==> src/rtl/sfpe_pkg.sv <==
package sfpe_pkg;
   // ****************************************
   // Opcodes
   // ****************************************
   localparam logic [7:0] OP_WRITE_UNLOCK = 8'h06;
   localparam logic [7:0] OP_QUAD_PAGE = 8'h32;
   localparam logic [7:0] OP_SECTOR_CLEAR = 8'h20;
   localparam logic [7:0] OP_HALF_BLOCK_CLEAR = 8'h52;
   localparam logic [7:0] OP_BLOCK_CLEAR = 8'hD8;
   localparam logic [7:0] OP_CHIP_CLEAR_A = 8'hC7;
   localparam logic [7:0] OP_CHIP_CLEAR_B = 8'h60;

   // ****************************************
   // Geometry and counts
   // ****************************************
   localparam int ADDR_W = 24;
   localparam int PAGE_BYTES = 256;
   localparam logic [2:0] ADDR_BYTES = 3'h3;
   localparam logic [7:0] ERASED_BYTE = 8'hFF;
   localparam logic [23:0] SECTOR_MASK = 24'hFF_F000;
   localparam logic [23:0] HALF_BLOCK_MASK = 24'hFF_8000;
   localparam logic [23:0] BLOCK_MASK = 24'hFF_0000;
   localparam logic [3:0] PROTECT_NONE = 4'h0;

   // ****************************************
   // Self-timed cycle lengths
   // ****************************************
   localparam int CLOCK_MHZ = 40;
   localparam int PAGE_WRITE_TIME_US = 500;
   localparam int SECTOR_CLEAR_TIME_US = 40000;
   localparam int HALF_BLOCK_CLEAR_TIME_US = 200000;
   localparam int BLOCK_CLEAR_TIME_US = 300000;
   localparam int CHIP_CLEAR_TIME_US = 60000000;
   localparam int CYCLE_W = 32;

   typedef enum logic [2:0] {
      SFPE_OP_NONE,
      SFPE_OP_PAGE,
      SFPE_OP_SECTOR,
      SFPE_OP_HALF,
      SFPE_OP_BLOCK,
      SFPE_OP_CHIP
   } sfpe_op_t;

   // Byte written into the array
   typedef struct packed {
      logic [23:0] addr;
      logic [7:0] data;
   } sfpe_word_t;

   // Erase request to the array
   typedef struct packed {
      sfpe_op_t op;
      logic [23:0] base;
   } sfpe_erase_t;
endpackage

==> src/rtl/serial_flash_program_erase.sv <==
`timescale 1ns/1ps
module serial_flash_program_erase
#(
   parameter int PAGE_WRITE_CYCLES =
      sfpe_pkg::PAGE_WRITE_TIME_US * sfpe_pkg::CLOCK_MHZ,
   parameter int SECTOR_CLEAR_CYCLES =
      sfpe_pkg::SECTOR_CLEAR_TIME_US * sfpe_pkg::CLOCK_MHZ,
   parameter int HALF_BLOCK_CLEAR_CYCLES =
      sfpe_pkg::HALF_BLOCK_CLEAR_TIME_US * sfpe_pkg::CLOCK_MHZ,
   parameter int BLOCK_CLEAR_CYCLES =
      sfpe_pkg::BLOCK_CLEAR_TIME_US * sfpe_pkg::CLOCK_MHZ,
   parameter longint CHIP_CLEAR_CYCLES =
      longint'(sfpe_pkg::CHIP_CLEAR_TIME_US) * sfpe_pkg::CLOCK_MHZ
)
(
   input wire logic clock,
   input wire logic reset_n,
   input wire logic chipSelect_n,
   input wire logic serialClock,
   input wire logic [3:0] dataIn,
   input wire logic fourLineCmdMode,
   input wire logic protectPinDisable,
   input wire logic [3:0] protectLevel,
   input wire logic bootLockEnable,
   input wire logic [23:0] protectedLow,
   input wire logic [23:0] protectedHigh,
   output logic writeEnableLatch,
   output logic writeInProgress,
   output sfpe_pkg::sfpe_word_t pageWord,
   output logic pageWordValid,
   input wire logic pageWordReady,
   output sfpe_pkg::sfpe_erase_t eraseRequest,
   output logic eraseStart
);
   // ****************************************
   // Pin synchronisers
   // ****************************************
   logic csSync;
   logic csActive;
   logic sckSync;
   logic [3:0] dqSync;

   sfpe_sync csSyncer (.clock(clock), .reset_n(reset_n), .in(!chipSelect_n), .out(csActive));
   assign csSync = !csActive;
   sfpe_sync sckSyncer (.clock(clock), .reset_n(reset_n), .in(serialClock), .out(sckSync));
   for (genvar i = 0; i < 4; i++)
   begin : dq
      sfpe_sync dqSyncer (.clock(clock), .reset_n(reset_n), .in(dataIn[i]), .out(dqSync[i]));
   end

   // ****************************************
   // State
   // ****************************************
   localparam int PAGE_BYTES_W = sfpe_pkg::PAGE_BYTES;
   typedef enum logic [2:0] {ST_IDLE, ST_OPCODE, ST_ADDR, ST_DATA, ST_DROP} sfpe_phase_t;

   typedef struct packed {
      logic sckLast;
      logic csLast;
      sfpe_phase_t phase;
      logic [7:0] shift;
      logic [2:0] bitCount;
      logic [1:0] addrCount;
      logic [7:0] opcode;
      logic [23:0] addr;
      logic [8:0] byteCount;
      logic quadData;
      logic write_enable_latch;
      logic write_in_progress;
      logic [63:0] timer;
      logic [23:0] pageBase;
      logic [7:0] pageIndex;
      logic [8:0] flushCount;
      logic [PAGE_BYTES_W-1:0][7:0] page;
      logic [PAGE_BYTES_W-1:0] pageMark;
      sfpe_pkg::sfpe_erase_t erase;
      logic eraseStart;
   } sfpe_state_t;

   sfpe_state_t state;
   sfpe_state_t next_state;
   logic bufInValid;
   logic bufInReady;
   sfpe_pkg::sfpe_word_t bufInWord;
   logic sckRise;
   logic csRise;
   logic [7:0] byteNow;
   logic byteDone;
   logic [2:0] stepBits;
   logic [3:0] nibble;
   logic [23:0] eraseBase;
   sfpe_pkg::sfpe_op_t eraseOp;
   logic eraseProtected;
   logic [63:0] cycleLen;

   always_comb
   begin
      next_state = state;
      next_state.sckLast = sckSync;
      next_state.csLast = csSync;
      next_state.eraseStart = 1'b0;
      sckRise = sckSync && !state.sckLast;
      csRise = csSync && !state.csLast;
      // Four lines in quad data or four-line mode; high nibble first
      nibble = dqSync;
      stepBits = (fourLineCmdMode || state.quadData) ? 3'h4 : 3'h1;
      byteNow = (stepBits == 3'h4) ? {state.shift[3:0], nibble} : {state.shift[6:0], dqSync[0]};
      byteDone = sckRise && (3'(state.bitCount + stepBits) == 3'h0);
      eraseOp = sfpe_pkg::SFPE_OP_NONE;
      eraseBase = '0;
      cycleLen = '0;
      bufInValid = 1'b0;
      bufInWord = '0;

      // Self-timed cycle
      if (state.write_in_progress)
      begin
         if (state.flushCount != 9'h0)
         begin
            // Drain staged page bytes; stall here when the array is busy
            bufInValid = state.pageMark[state.pageIndex];
            bufInWord.addr = {state.pageBase[23:8], state.pageIndex};
            bufInWord.data = state.page[state.pageIndex];
            if (!bufInValid || bufInReady)
            begin
               next_state.pageIndex = 8'(state.pageIndex + 8'h1);
               next_state.flushCount = 9'(state.flushCount - 9'h1);
            end
         end
         else if (state.timer != 64'h0)
         begin
            next_state.timer = state.timer - 64'h1;
         end
         else if (!pageWordValid)
         begin
            next_state.write_in_progress = 1'b0;
            next_state.write_enable_latch = 1'b0;
         end
      end

      // Frame decoding
      if (csSync)
      begin
         next_state.phase = ST_IDLE;
         next_state.bitCount = '0;
         next_state.quadData = 1'b0;
      end
      else if (state.phase == ST_IDLE)
      begin
         next_state.phase = state.write_in_progress ? ST_DROP : ST_OPCODE;
         next_state.pageMark = state.write_in_progress ? state.pageMark : '0;
         next_state.byteCount = '0;
      end
      if (!csSync && sckRise && state.phase != ST_IDLE && state.phase != ST_DROP)
      begin
         next_state.shift = byteNow;
         next_state.bitCount = 3'(state.bitCount + stepBits);
         if (byteDone)
         begin
            case (state.phase)
               ST_OPCODE:
               begin
                  next_state.opcode = byteNow;
                  next_state.addrCount = '0;
                  if (byteNow == sfpe_pkg::OP_QUAD_PAGE && !fourLineCmdMode)
                  begin
                     next_state.phase = ST_ADDR;
                     next_state.quadData = 1'b1;
                  end
                  else if (byteNow == sfpe_pkg::OP_SECTOR_CLEAR
                     || byteNow == sfpe_pkg::OP_HALF_BLOCK_CLEAR
                     || byteNow == sfpe_pkg::OP_BLOCK_CLEAR)
                  begin
                     next_state.phase = ST_ADDR;
                  end
                  else
                  begin
                     next_state.phase = ST_DATA;
                  end
               end
               ST_ADDR:
               begin
                  next_state.addr = {state.addr[15:0], byteNow};
                  next_state.addrCount = 2'(state.addrCount + 2'h1);
                  next_state.byteCount = '0;
                  if (2'(state.addrCount + 2'h1) == 2'(sfpe_pkg::ADDR_BYTES))
                  begin
                     next_state.phase = ST_DATA;
                  end
               end
               default:
               begin
                  // Page data: index wraps; later bytes overwrite earlier
                  next_state.page[8'(state.addr[7:0] + state.byteCount[7:0])] = byteNow;
                  next_state.pageMark[8'(state.addr[7:0] + state.byteCount[7:0])] = 1'b1;
                  next_state.byteCount = (state.byteCount == 9'h1FF) ? 9'h100
                     : 9'(state.byteCount + 9'h1);
               end
            endcase
         end
      end

      // Select rise ends the frame; bitCount 0 means byte aligned
      if (csRise && state.phase != ST_IDLE && state.bitCount == 3'h0 && !state.write_in_progress)
      begin
         if (state.phase == ST_DATA && state.opcode == sfpe_pkg::OP_WRITE_UNLOCK
            && state.byteCount == 9'h0)
         begin
            next_state.write_enable_latch = 1'b1;
         end
         else if (state.write_enable_latch)
         begin
            if (state.opcode == sfpe_pkg::OP_QUAD_PAGE && state.phase == ST_DATA
               && state.byteCount != 9'h0 && protectPinDisable && state.quadData)
            begin
               eraseOp = sfpe_pkg::SFPE_OP_PAGE;
               cycleLen = 64'(PAGE_WRITE_CYCLES);
            end
            else if (state.phase == ST_DATA && state.byteCount == 9'h0)
            begin
               if (state.opcode == sfpe_pkg::OP_SECTOR_CLEAR)
               begin
                  eraseOp = sfpe_pkg::SFPE_OP_SECTOR;
                  eraseBase = state.addr & sfpe_pkg::SECTOR_MASK;
                  cycleLen = 64'(SECTOR_CLEAR_CYCLES);
               end
               else if (state.opcode == sfpe_pkg::OP_HALF_BLOCK_CLEAR)
               begin
                  eraseOp = sfpe_pkg::SFPE_OP_HALF;
                  eraseBase = state.addr & sfpe_pkg::HALF_BLOCK_MASK;
                  cycleLen = 64'(HALF_BLOCK_CLEAR_CYCLES);
               end
               else if (state.opcode == sfpe_pkg::OP_BLOCK_CLEAR)
               begin
                  eraseOp = sfpe_pkg::SFPE_OP_BLOCK;
                  eraseBase = state.addr & sfpe_pkg::BLOCK_MASK;
                  cycleLen = 64'(BLOCK_CLEAR_CYCLES);
               end
               else if ((state.opcode == sfpe_pkg::OP_CHIP_CLEAR_A
                  || state.opcode == sfpe_pkg::OP_CHIP_CLEAR_B)
                  && state.addrCount == 2'h0)
               begin
                  eraseOp = sfpe_pkg::SFPE_OP_CHIP;
                  cycleLen = 64'(CHIP_CLEAR_CYCLES);
               end
            end
         end
      end

      // Protection: page and region erase checked against the locked range
      eraseProtected = 1'b0;
      if (eraseOp == sfpe_pkg::SFPE_OP_CHIP)
      begin
         eraseProtected = (protectLevel != sfpe_pkg::PROTECT_NONE) || bootLockEnable;
      end
      else if (eraseOp != sfpe_pkg::SFPE_OP_NONE)
      begin
         eraseProtected = (protectLevel != sfpe_pkg::PROTECT_NONE || bootLockEnable)
            && (state.addr >= protectedLow) && (state.addr <= protectedHigh);
      end
      if (eraseOp != sfpe_pkg::SFPE_OP_NONE && !eraseProtected)
      begin
         next_state.write_in_progress = 1'b1;
         next_state.timer = cycleLen;
         if (eraseOp == sfpe_pkg::SFPE_OP_PAGE)
         begin
            next_state.pageBase = state.addr;
            next_state.pageIndex = '0;
            next_state.flushCount = 9'h100;
         end
         else
         begin
            next_state.erase.op = eraseOp;
            next_state.erase.base = eraseBase;
            next_state.eraseStart = 1'b1;
         end
      end
   end

   always_ff @(posedge clock or negedge reset_n)
   begin
      if (!reset_n)
      begin
         state <= '0;
         state.csLast <= 1'b1;
      end
      else
      begin
         state <= next_state;
      end
   end

   // ****************************************
   // Array write buffer
   // ****************************************
   // Absorbs array stalls so no staged byte is lost
   sfpe_buffer pageBuffer
   (
      .clock(clock),
      .reset_n(reset_n),
      .inWord(bufInWord),
      .inValid(bufInValid),
      .inReady(bufInReady),
      .outWord(pageWord),
      .outValid(pageWordValid),
      .outReady(pageWordReady)
   );

   assign writeEnableLatch = state.write_enable_latch;
   assign writeInProgress = state.write_in_progress;
   assign eraseRequest = state.erase;
   assign eraseStart = state.eraseStart;
endmodule

==> src/rtl/sfpe_buffer.sv <==
`timescale 1ns/1ps
module sfpe_buffer
(
   input wire logic clock,
   input wire logic reset_n,
   input wire sfpe_pkg::sfpe_word_t inWord,
   input wire logic inValid,
   output logic inReady,
   output sfpe_pkg::sfpe_word_t outWord,
   output logic outValid,
   input wire logic outReady
);
   // ****************************************
   // Two-entry buffer
   // ****************************************
   typedef struct packed {
      sfpe_pkg::sfpe_word_t [1:0] slot;
      logic rdPtr;
      logic wrPtr;
      logic [1:0] count;
   } sfpe_buffer_t;

   sfpe_buffer_t state;
   sfpe_buffer_t next_state;
   logic push;
   logic pop;

   always_comb
   begin
      next_state = state;
      push = inValid && (state.count != 2'h2);
      pop = outReady && (state.count != 2'h0);
      if (push)
      begin
         next_state.slot[state.wrPtr] = inWord;
         next_state.wrPtr = ~state.wrPtr;
      end
      if (pop)
      begin
         next_state.rdPtr = ~state.rdPtr;
      end
      next_state.count = 2'(state.count + {1'b0, push} - {1'b0, pop});
   end

   always_ff @(posedge clock or negedge reset_n)
   begin
      if (!reset_n)
      begin
         state <= '0;
      end
      else
      begin
         state <= next_state;
      end
   end

   assign inReady = state.count != 2'h2;
   assign outValid = state.count != 2'h0;
   assign outWord = state.slot[state.rdPtr];
endmodule

==> src/rtl/sfpe_sync.sv <==
`timescale 1ns/1ps
module sfpe_sync
(
   input wire logic clock,
   input wire logic reset_n,
   input wire logic in,
   output logic out
);
   typedef struct packed {
      logic first;
      logic second;
   } sfpe_sync_t;

   sfpe_sync_t state;
   sfpe_sync_t next_state;

   always_comb
   begin
      next_state.first = in;
      next_state.second = state.first;
   end

   always_ff @(posedge clock or negedge reset_n)
   begin
      if (!reset_n)
      begin
         state <= '0;
      end
      else
      begin
         state <= next_state;
      end
   end

   assign out = state.second;
endmodule

==> config.mk <==
export PLATFORM = sky130hd
export DESIGN_NAME = serial_flash_program_erase
export DESIGN_NICKNAME = d
export VERILOG_FILES = /design/src/rtl/sfpe_pkg.sv /design/src/rtl/serial_flash_program_erase.sv /design/src/rtl/sfpe_buffer.sv /design/src/rtl/sfpe_sync.sv
export SDC_FILE = /design/constraint.sdc
export NUM_CORES = 2
export LEC_CHECK = 0
export BUFFER_PORTS_ARGS = -buffer_cell sky130_fd_sc_hd__buf_2
export CAP_MARGIN = 20
export CORE_MARGIN = 2
export CORE_UTILIZATION = 58
export CTS_BUF_LIST = sky130_fd_sc_hd__clkbuf_4
export DETAILED_ROUTE_END_ITERATION = 10
export PLACE_DENSITY = 0.72
export SLEW_MARGIN = 20
export SYNTH_ARGS = -nofsm -noshare
export SYNTH_HDL_FRONTEND = slang
export SYNTH_SLANG_ARGS = --single-unit
==> constraint.sdc <==
create_clock -name clock -period 8.2 [get_ports clock]
set_input_delay 1.64 -clock clock [delete_from_list [all_inputs] [get_ports clock]]
set_output_delay 1.64 -clock clock [all_outputs]
set_load 0.1 [all_outputs]
Word-level counts from Yosys, hierarchy flattened
Index checks and enable logic that the tools add are counted.

Add/sub/neg operators: 9. Multipliers: 0. Divide/modulo/power cells: 0. $lt $le $gt $ge: 8. Equality and inequality tests: 23. Shift-type cells: 0. Mux-type cells: 89. Bitwise operators: 5. Reductions and logical operators: 62.

Operator list (number): bitwise mux 2048 bit (1); two-way mux 256 bit (6); two-way mux 32 bit (14); bitwise OR 256 bit (1); two-way mux 24 bit (9); two-way mux 66 bit (2); two-way mux 106 bit (1); binary-select mux 8 bit (select 8 bit) (1); bitwise mux 64 bit (1); demux 8 bit (select 8 bit) (1); two-way mux 64 bit (1); nonzero test 64 bit (1); subtractor 64 x 1 -> 64 bit (second input constant) (1); two-way mux 58 bit (1); two-way mux 17 bit (3); two-way mux 3 bit (17); two-way mux 44 bit (1); two-way mux 41 bit (1); demux 32 bit (select 1 bit) (1); == test 8 x 6 -> 1 bit (second input constant) (4); two-way mux 8 bit (4); two-way mux 9 bit (3); logical AND 1 bit (25); == test 8 x 7 -> 1 bit (second input constant) (3); 44 further kinds (93).

Register bits after elaboration: 2579. Latch bits: 0. Memory bits (writable): 0. ROM bits: 0. Input port bits: 64. Output and inout bits: 63. Word-level logic and storage cells: 491. Memories kept: 0.

Longest topological paths before layout
Word-level depth: 19. Gate-level depth with buffers: 18. Mapped depth without buffers: 12.

Modules after synthesis
A second synthesis with hierarchy kept.

Cells, all modules: 9937. Area, all modules: 116523.0 um^2.

By module, submodules not included: serial_flash_program_erase (times used 1, cells an instance 9736, area an instance 112944.6 um^2, seq. area each 62010.7 um^2); sfpe_buffer (times used 1, cells an instance 189, area an instance 3278.1 um^2, seq. area each 1701.6 um^2); sfpe_sync (times used 6, cells an instance 2, area an instance 50.0 um^2, seq. area each 50.0 um^2).

Worst setup path after synthesis
Ideal clock, no wire load.

Path type: input to register. Start: in fourLineCmdMode. End: reg state[780] (netlist name). Library setup time: 0.125 ns. Arrival: 5.140 ns. Data required time: 8.075 ns. Setup slack: 2.935 ns. Stages: 15. Buffers on the path: 3. Cells stage by stage: nor2_2 -> clkbuf_1 -> ha_1 -> ha_1 -> nor2_1 -> nor4b_1 -> nand3_1 -> nor2_1 -> nand2_1 -> buf_2 -> nor2_1 -> clkbuf_1 -> nand2_1 -> nor2_2 -> mux2_2.

Word-level cells in the longest chain between the ends: 6.

RTL lines: start, declared (line serial_flash_program_erase.sv:21) `input wire logic fourLineCmdMode,`; logical OR 1 bit (line serial_flash_program_erase.sv:106) `stepBits = (fourLineCmdMode || state.quadData) ? 3'h4 : 3'h1;`; two-way mux 3 bit (line serial_flash_program_erase.sv:106); adder 3 bit (line serial_flash_program_erase.sv:108) `byteDone = sckRise && (3'(state.bitCount + stepBits) == 3'h0);`; logical NOT 3 bit (line serial_flash_program_erase.sv:108); logical AND 1 bit (line serial_flash_program_erase.sv:108); AND reduction 3 bit (no source line); end signal, assigned (line serial_flash_program_erase.sv:289) `state <= next_state;`; end, declared (line serial_flash_program_erase.sv:80) `sfpe_state_t state;`.

No other way between the ends. A chain may end at the register's enable or synchronous reset.

==> impl_metrics.yaml <==
synthesis:
  ys_warn_count: 0
  synth_async_sr_flop_share_pct: 100
  ys_top_cells_by_area: "dfrtp_1 (54%), mux2_2 (12%), mux4_2 (11%), nand2_1 (2.7%), a21oi_1 (2.4%)"
  ys_types: 93
  yosys.area.top_type: "dfrtp_1"
  synthAdderAreaFrac_pct: 0.720
  synth_compound_area_share_pct: 7.61
  syn_inst: 9230
  ys_ff_latch: 2558
  synth_xor_area_share_pct: 0.497
  syn_area_um2: 118000
  syn_avg_cell_area_um2: 12.7
  yosys.area_share.simple_pct: 8.25
  synth.mux.area_fraction_pct: 25.2
  synth_flop_cell: "dfrtp_1"
  synth_top_area_share_pct: 54.4
  seq_area_frac_synth_pct: 54.5
  synth_top_family_by_area: "multiplexers"
  synth_edf_count: 0
cts:
  insertion_delay_ps: 1480
  htreeDepth: 6
  cts_tree: "built"
  cts_buffers: 673
  hold_buffers: 0
  ctsResizeCount: 0
  cts_buffer_depth: 4
  cts_sinks: 2558
  clk_pin_slew_ps: 70
  postCtsSetupBuffers: 0
  cts-root-buf: "clkbuf_4"
die:
  die_x_um: 454
  pin_count: 127
  initial_utilization_pct: 58.3
  coreArea_um2: 202000
  die-area_um2: 206000
  placementRows: 165
  die_y_um: 454
detailed_routing:
  routed_wirelength_um: 339000
  vias: 81000
  via_per_inst: 6.41
  wl_per_cell_um: 26.8
  drc: 0
  drtIter0Drc: 8866
  ant_nets: 0
  first_pass_iters: 7
power:
  power_leakage_nw: 62.4
  peakVddDrop_v: 0.000250
  power_per_cell_area_nw_per_um2: 247
worst_hold_path:
  hp-class: "in -> async"
critical_path:
  cp.required_ps: 9490
  arrival_ps: 7380
  worstSetupPathType: "reg -> reg"
  cp_slowest_stage_delay_ps: 950
  cp_top_family: "compound AO/OA/AOI/OAI gates"
  worst_setup_path_end_kind: "register"
  startpoint_type: "register"
  slowest_stage: "dfrtp_4"
  crit_fanout: 39
  cpMostUsedCell: "buf_4"
  worstPathCellList: "buf_4 -> or3b_2 -> buf_4 -> o22ai_1 -> a2111oi_0 -> o32a_1 -> o22a_1 -> o21ai_1 -> or4_1 -> mux2i_1"
  crit_buf_inv: 2
timing:
  setup_viol: 0
  rsz0062_at_grt: "false"
  slew_headroom_pct: 14.1
  post-route-period-util_pct: 74.3
  tns_ps: 0
  finalClockSkew_ps: 108
  post-route-min-period_ps: 6090
  finalHoldViolCount: 0
  fin_ws_ps: 2110
  slew_violations: 0
  timing.fmax_mhz: 164
  worstMarginPinSlew_ps: 1280
placement:
  port-buffer-count: 114
  dp_slack_ps: 1540
  hpwl_um: 214000
  place_congestion: 0.917
  placed_area_um2: 120000
global_route:
  grt_util_all_layers_pct: 33.2
  grt_pass1_vias: 82100
  grt_remaining_overflow: 0
  antenna_found_initial: 18
  grt_max_degree: 176
  grt_pass1_wl_um: 515000
run:
  drv_cap: 0
status:
  status: "finished clean"
cells_and_area:
  area_growth_pct: 9.54
  final_nets: 9652
  drive_gt1_share_pct: 34.3
  post-route-cell-area_um2: 129000
-- synthesized netlist by cell type (all sizes together), types with 23 or more instances --
cell type,count
a21o,177
a21oi,568
a22oi,40
and2,34
buf,191
clkbuf,560
dfrtp,2557
ha,66
inv,90
mux2,1287
mux2i,230
mux4,569
nand2,834
nand3,86
nand4,88
nor2,722
nor3,71
nor4,97
o211ai,23
o21ai,567
o221ai,32
o22ai,25
xnor2,37
xor2,27
-- area by class of cell --
class / instances / area, um2
tap: 2672 / 3340
clock buffer: 967 / 7260
inverter: 95 / 364
fill: 15100 / 73000
clock inverter: 140 / 915
timing repair buffer: 356 / 2730
sequential: 2558 / 64000
multi-input combinational: 5837 / 50100
antenna: 11 / 27.5
-- registers in the layout, summed over array words and instances, names as in the netlist, 4 cells and up --
name / flops
dq.dqSyncer.next_state: 4
dq.dqSyncer.out: 4
eraseRequest: 15
pageBuffer.state: 68
state: 2460
-- power by group --
part / total, mW / switching, mW / internal [mW]
Combinational: 7.59 / 5.28 / 2.31
Sequential: 13.2 / 0.394 / 12.8
Clock: 11.0 / 5.24 / 5.78
Total: 31.8 / 10.9 / 20.9
-- final timing paths --
path                                   startpoint                            to  slack, ps  cells after the start
max reg2reg                           state[2342]                   state[2347]       2110                     10
max in group asynchronous                 reset_n                   state[2036]       5960                      3
min                                       reset_n                   state[1166]        280                      1
min in group clock                      dataIn[2]  dq[2].dqSyncer.next_state[0]        280                      1
min reg2reg                csSyncer.next_state[0]                  csSyncer.out        360                      0
max                                   state[2342]                   state[2347]       2110                     10
-- placed cells by master, fill, tap and decap left out, types with 87 or more instances in the layout --
cell,n
a21o_1,177
a21oi_1,565
buf_2,113
buf_4,215
clkbuf_4,967
clkinv_1,98
dfrtp_1,2550
inv_1,89
mux2_2,1280
mux2i_1,223
mux4_2,569
nand2_1,830
nand4_1,87
nor2_1,672
o21ai_0,565
-- logic make-up after synthesis --
family / count (synthesis)
buffers and inverters: 846
other: 1
AND/OR/NAND/NOR: 2055
AO/OA/AOI/OAI: 1552
adder cells (fa/ha/maj): 67
XOR/XNOR: 65
flip-flops: 2558
multiplexers: 2086
-- worst register-to-register path, stage by stage (launching register included) --
cell	delay (ps)
dfrtp_4	950
buf_4	710
or3b_2	260
buf_4	480
o22ai_1	200
a2111oi_0	920
o32a_1	520
o22a_1	640
o21ai_1	510
or4_1	620
mux2i_1	140
-- metrics by stage --
stage	hold slack [ps]	power [mW]	utilization, %	instances
after CTS	143	31.8	63.8	12600
after global routing	225	32.9	63.8	12600
after detailed placement	338	20.8	59.7	11500
final	281	31.8	63.8	12600
after global placement	332	20.8	59.7	11500
after floorplan	331	18.1	-	9241
-- per-layer routing --
metal	GRT usage [%]	share of wire [%]
met5	0	0.025
met3	8.90	9.6
met1	44.6	39
met4	17.4	5.5
met2	49.8	45
(Power assumes the default switching activity.)
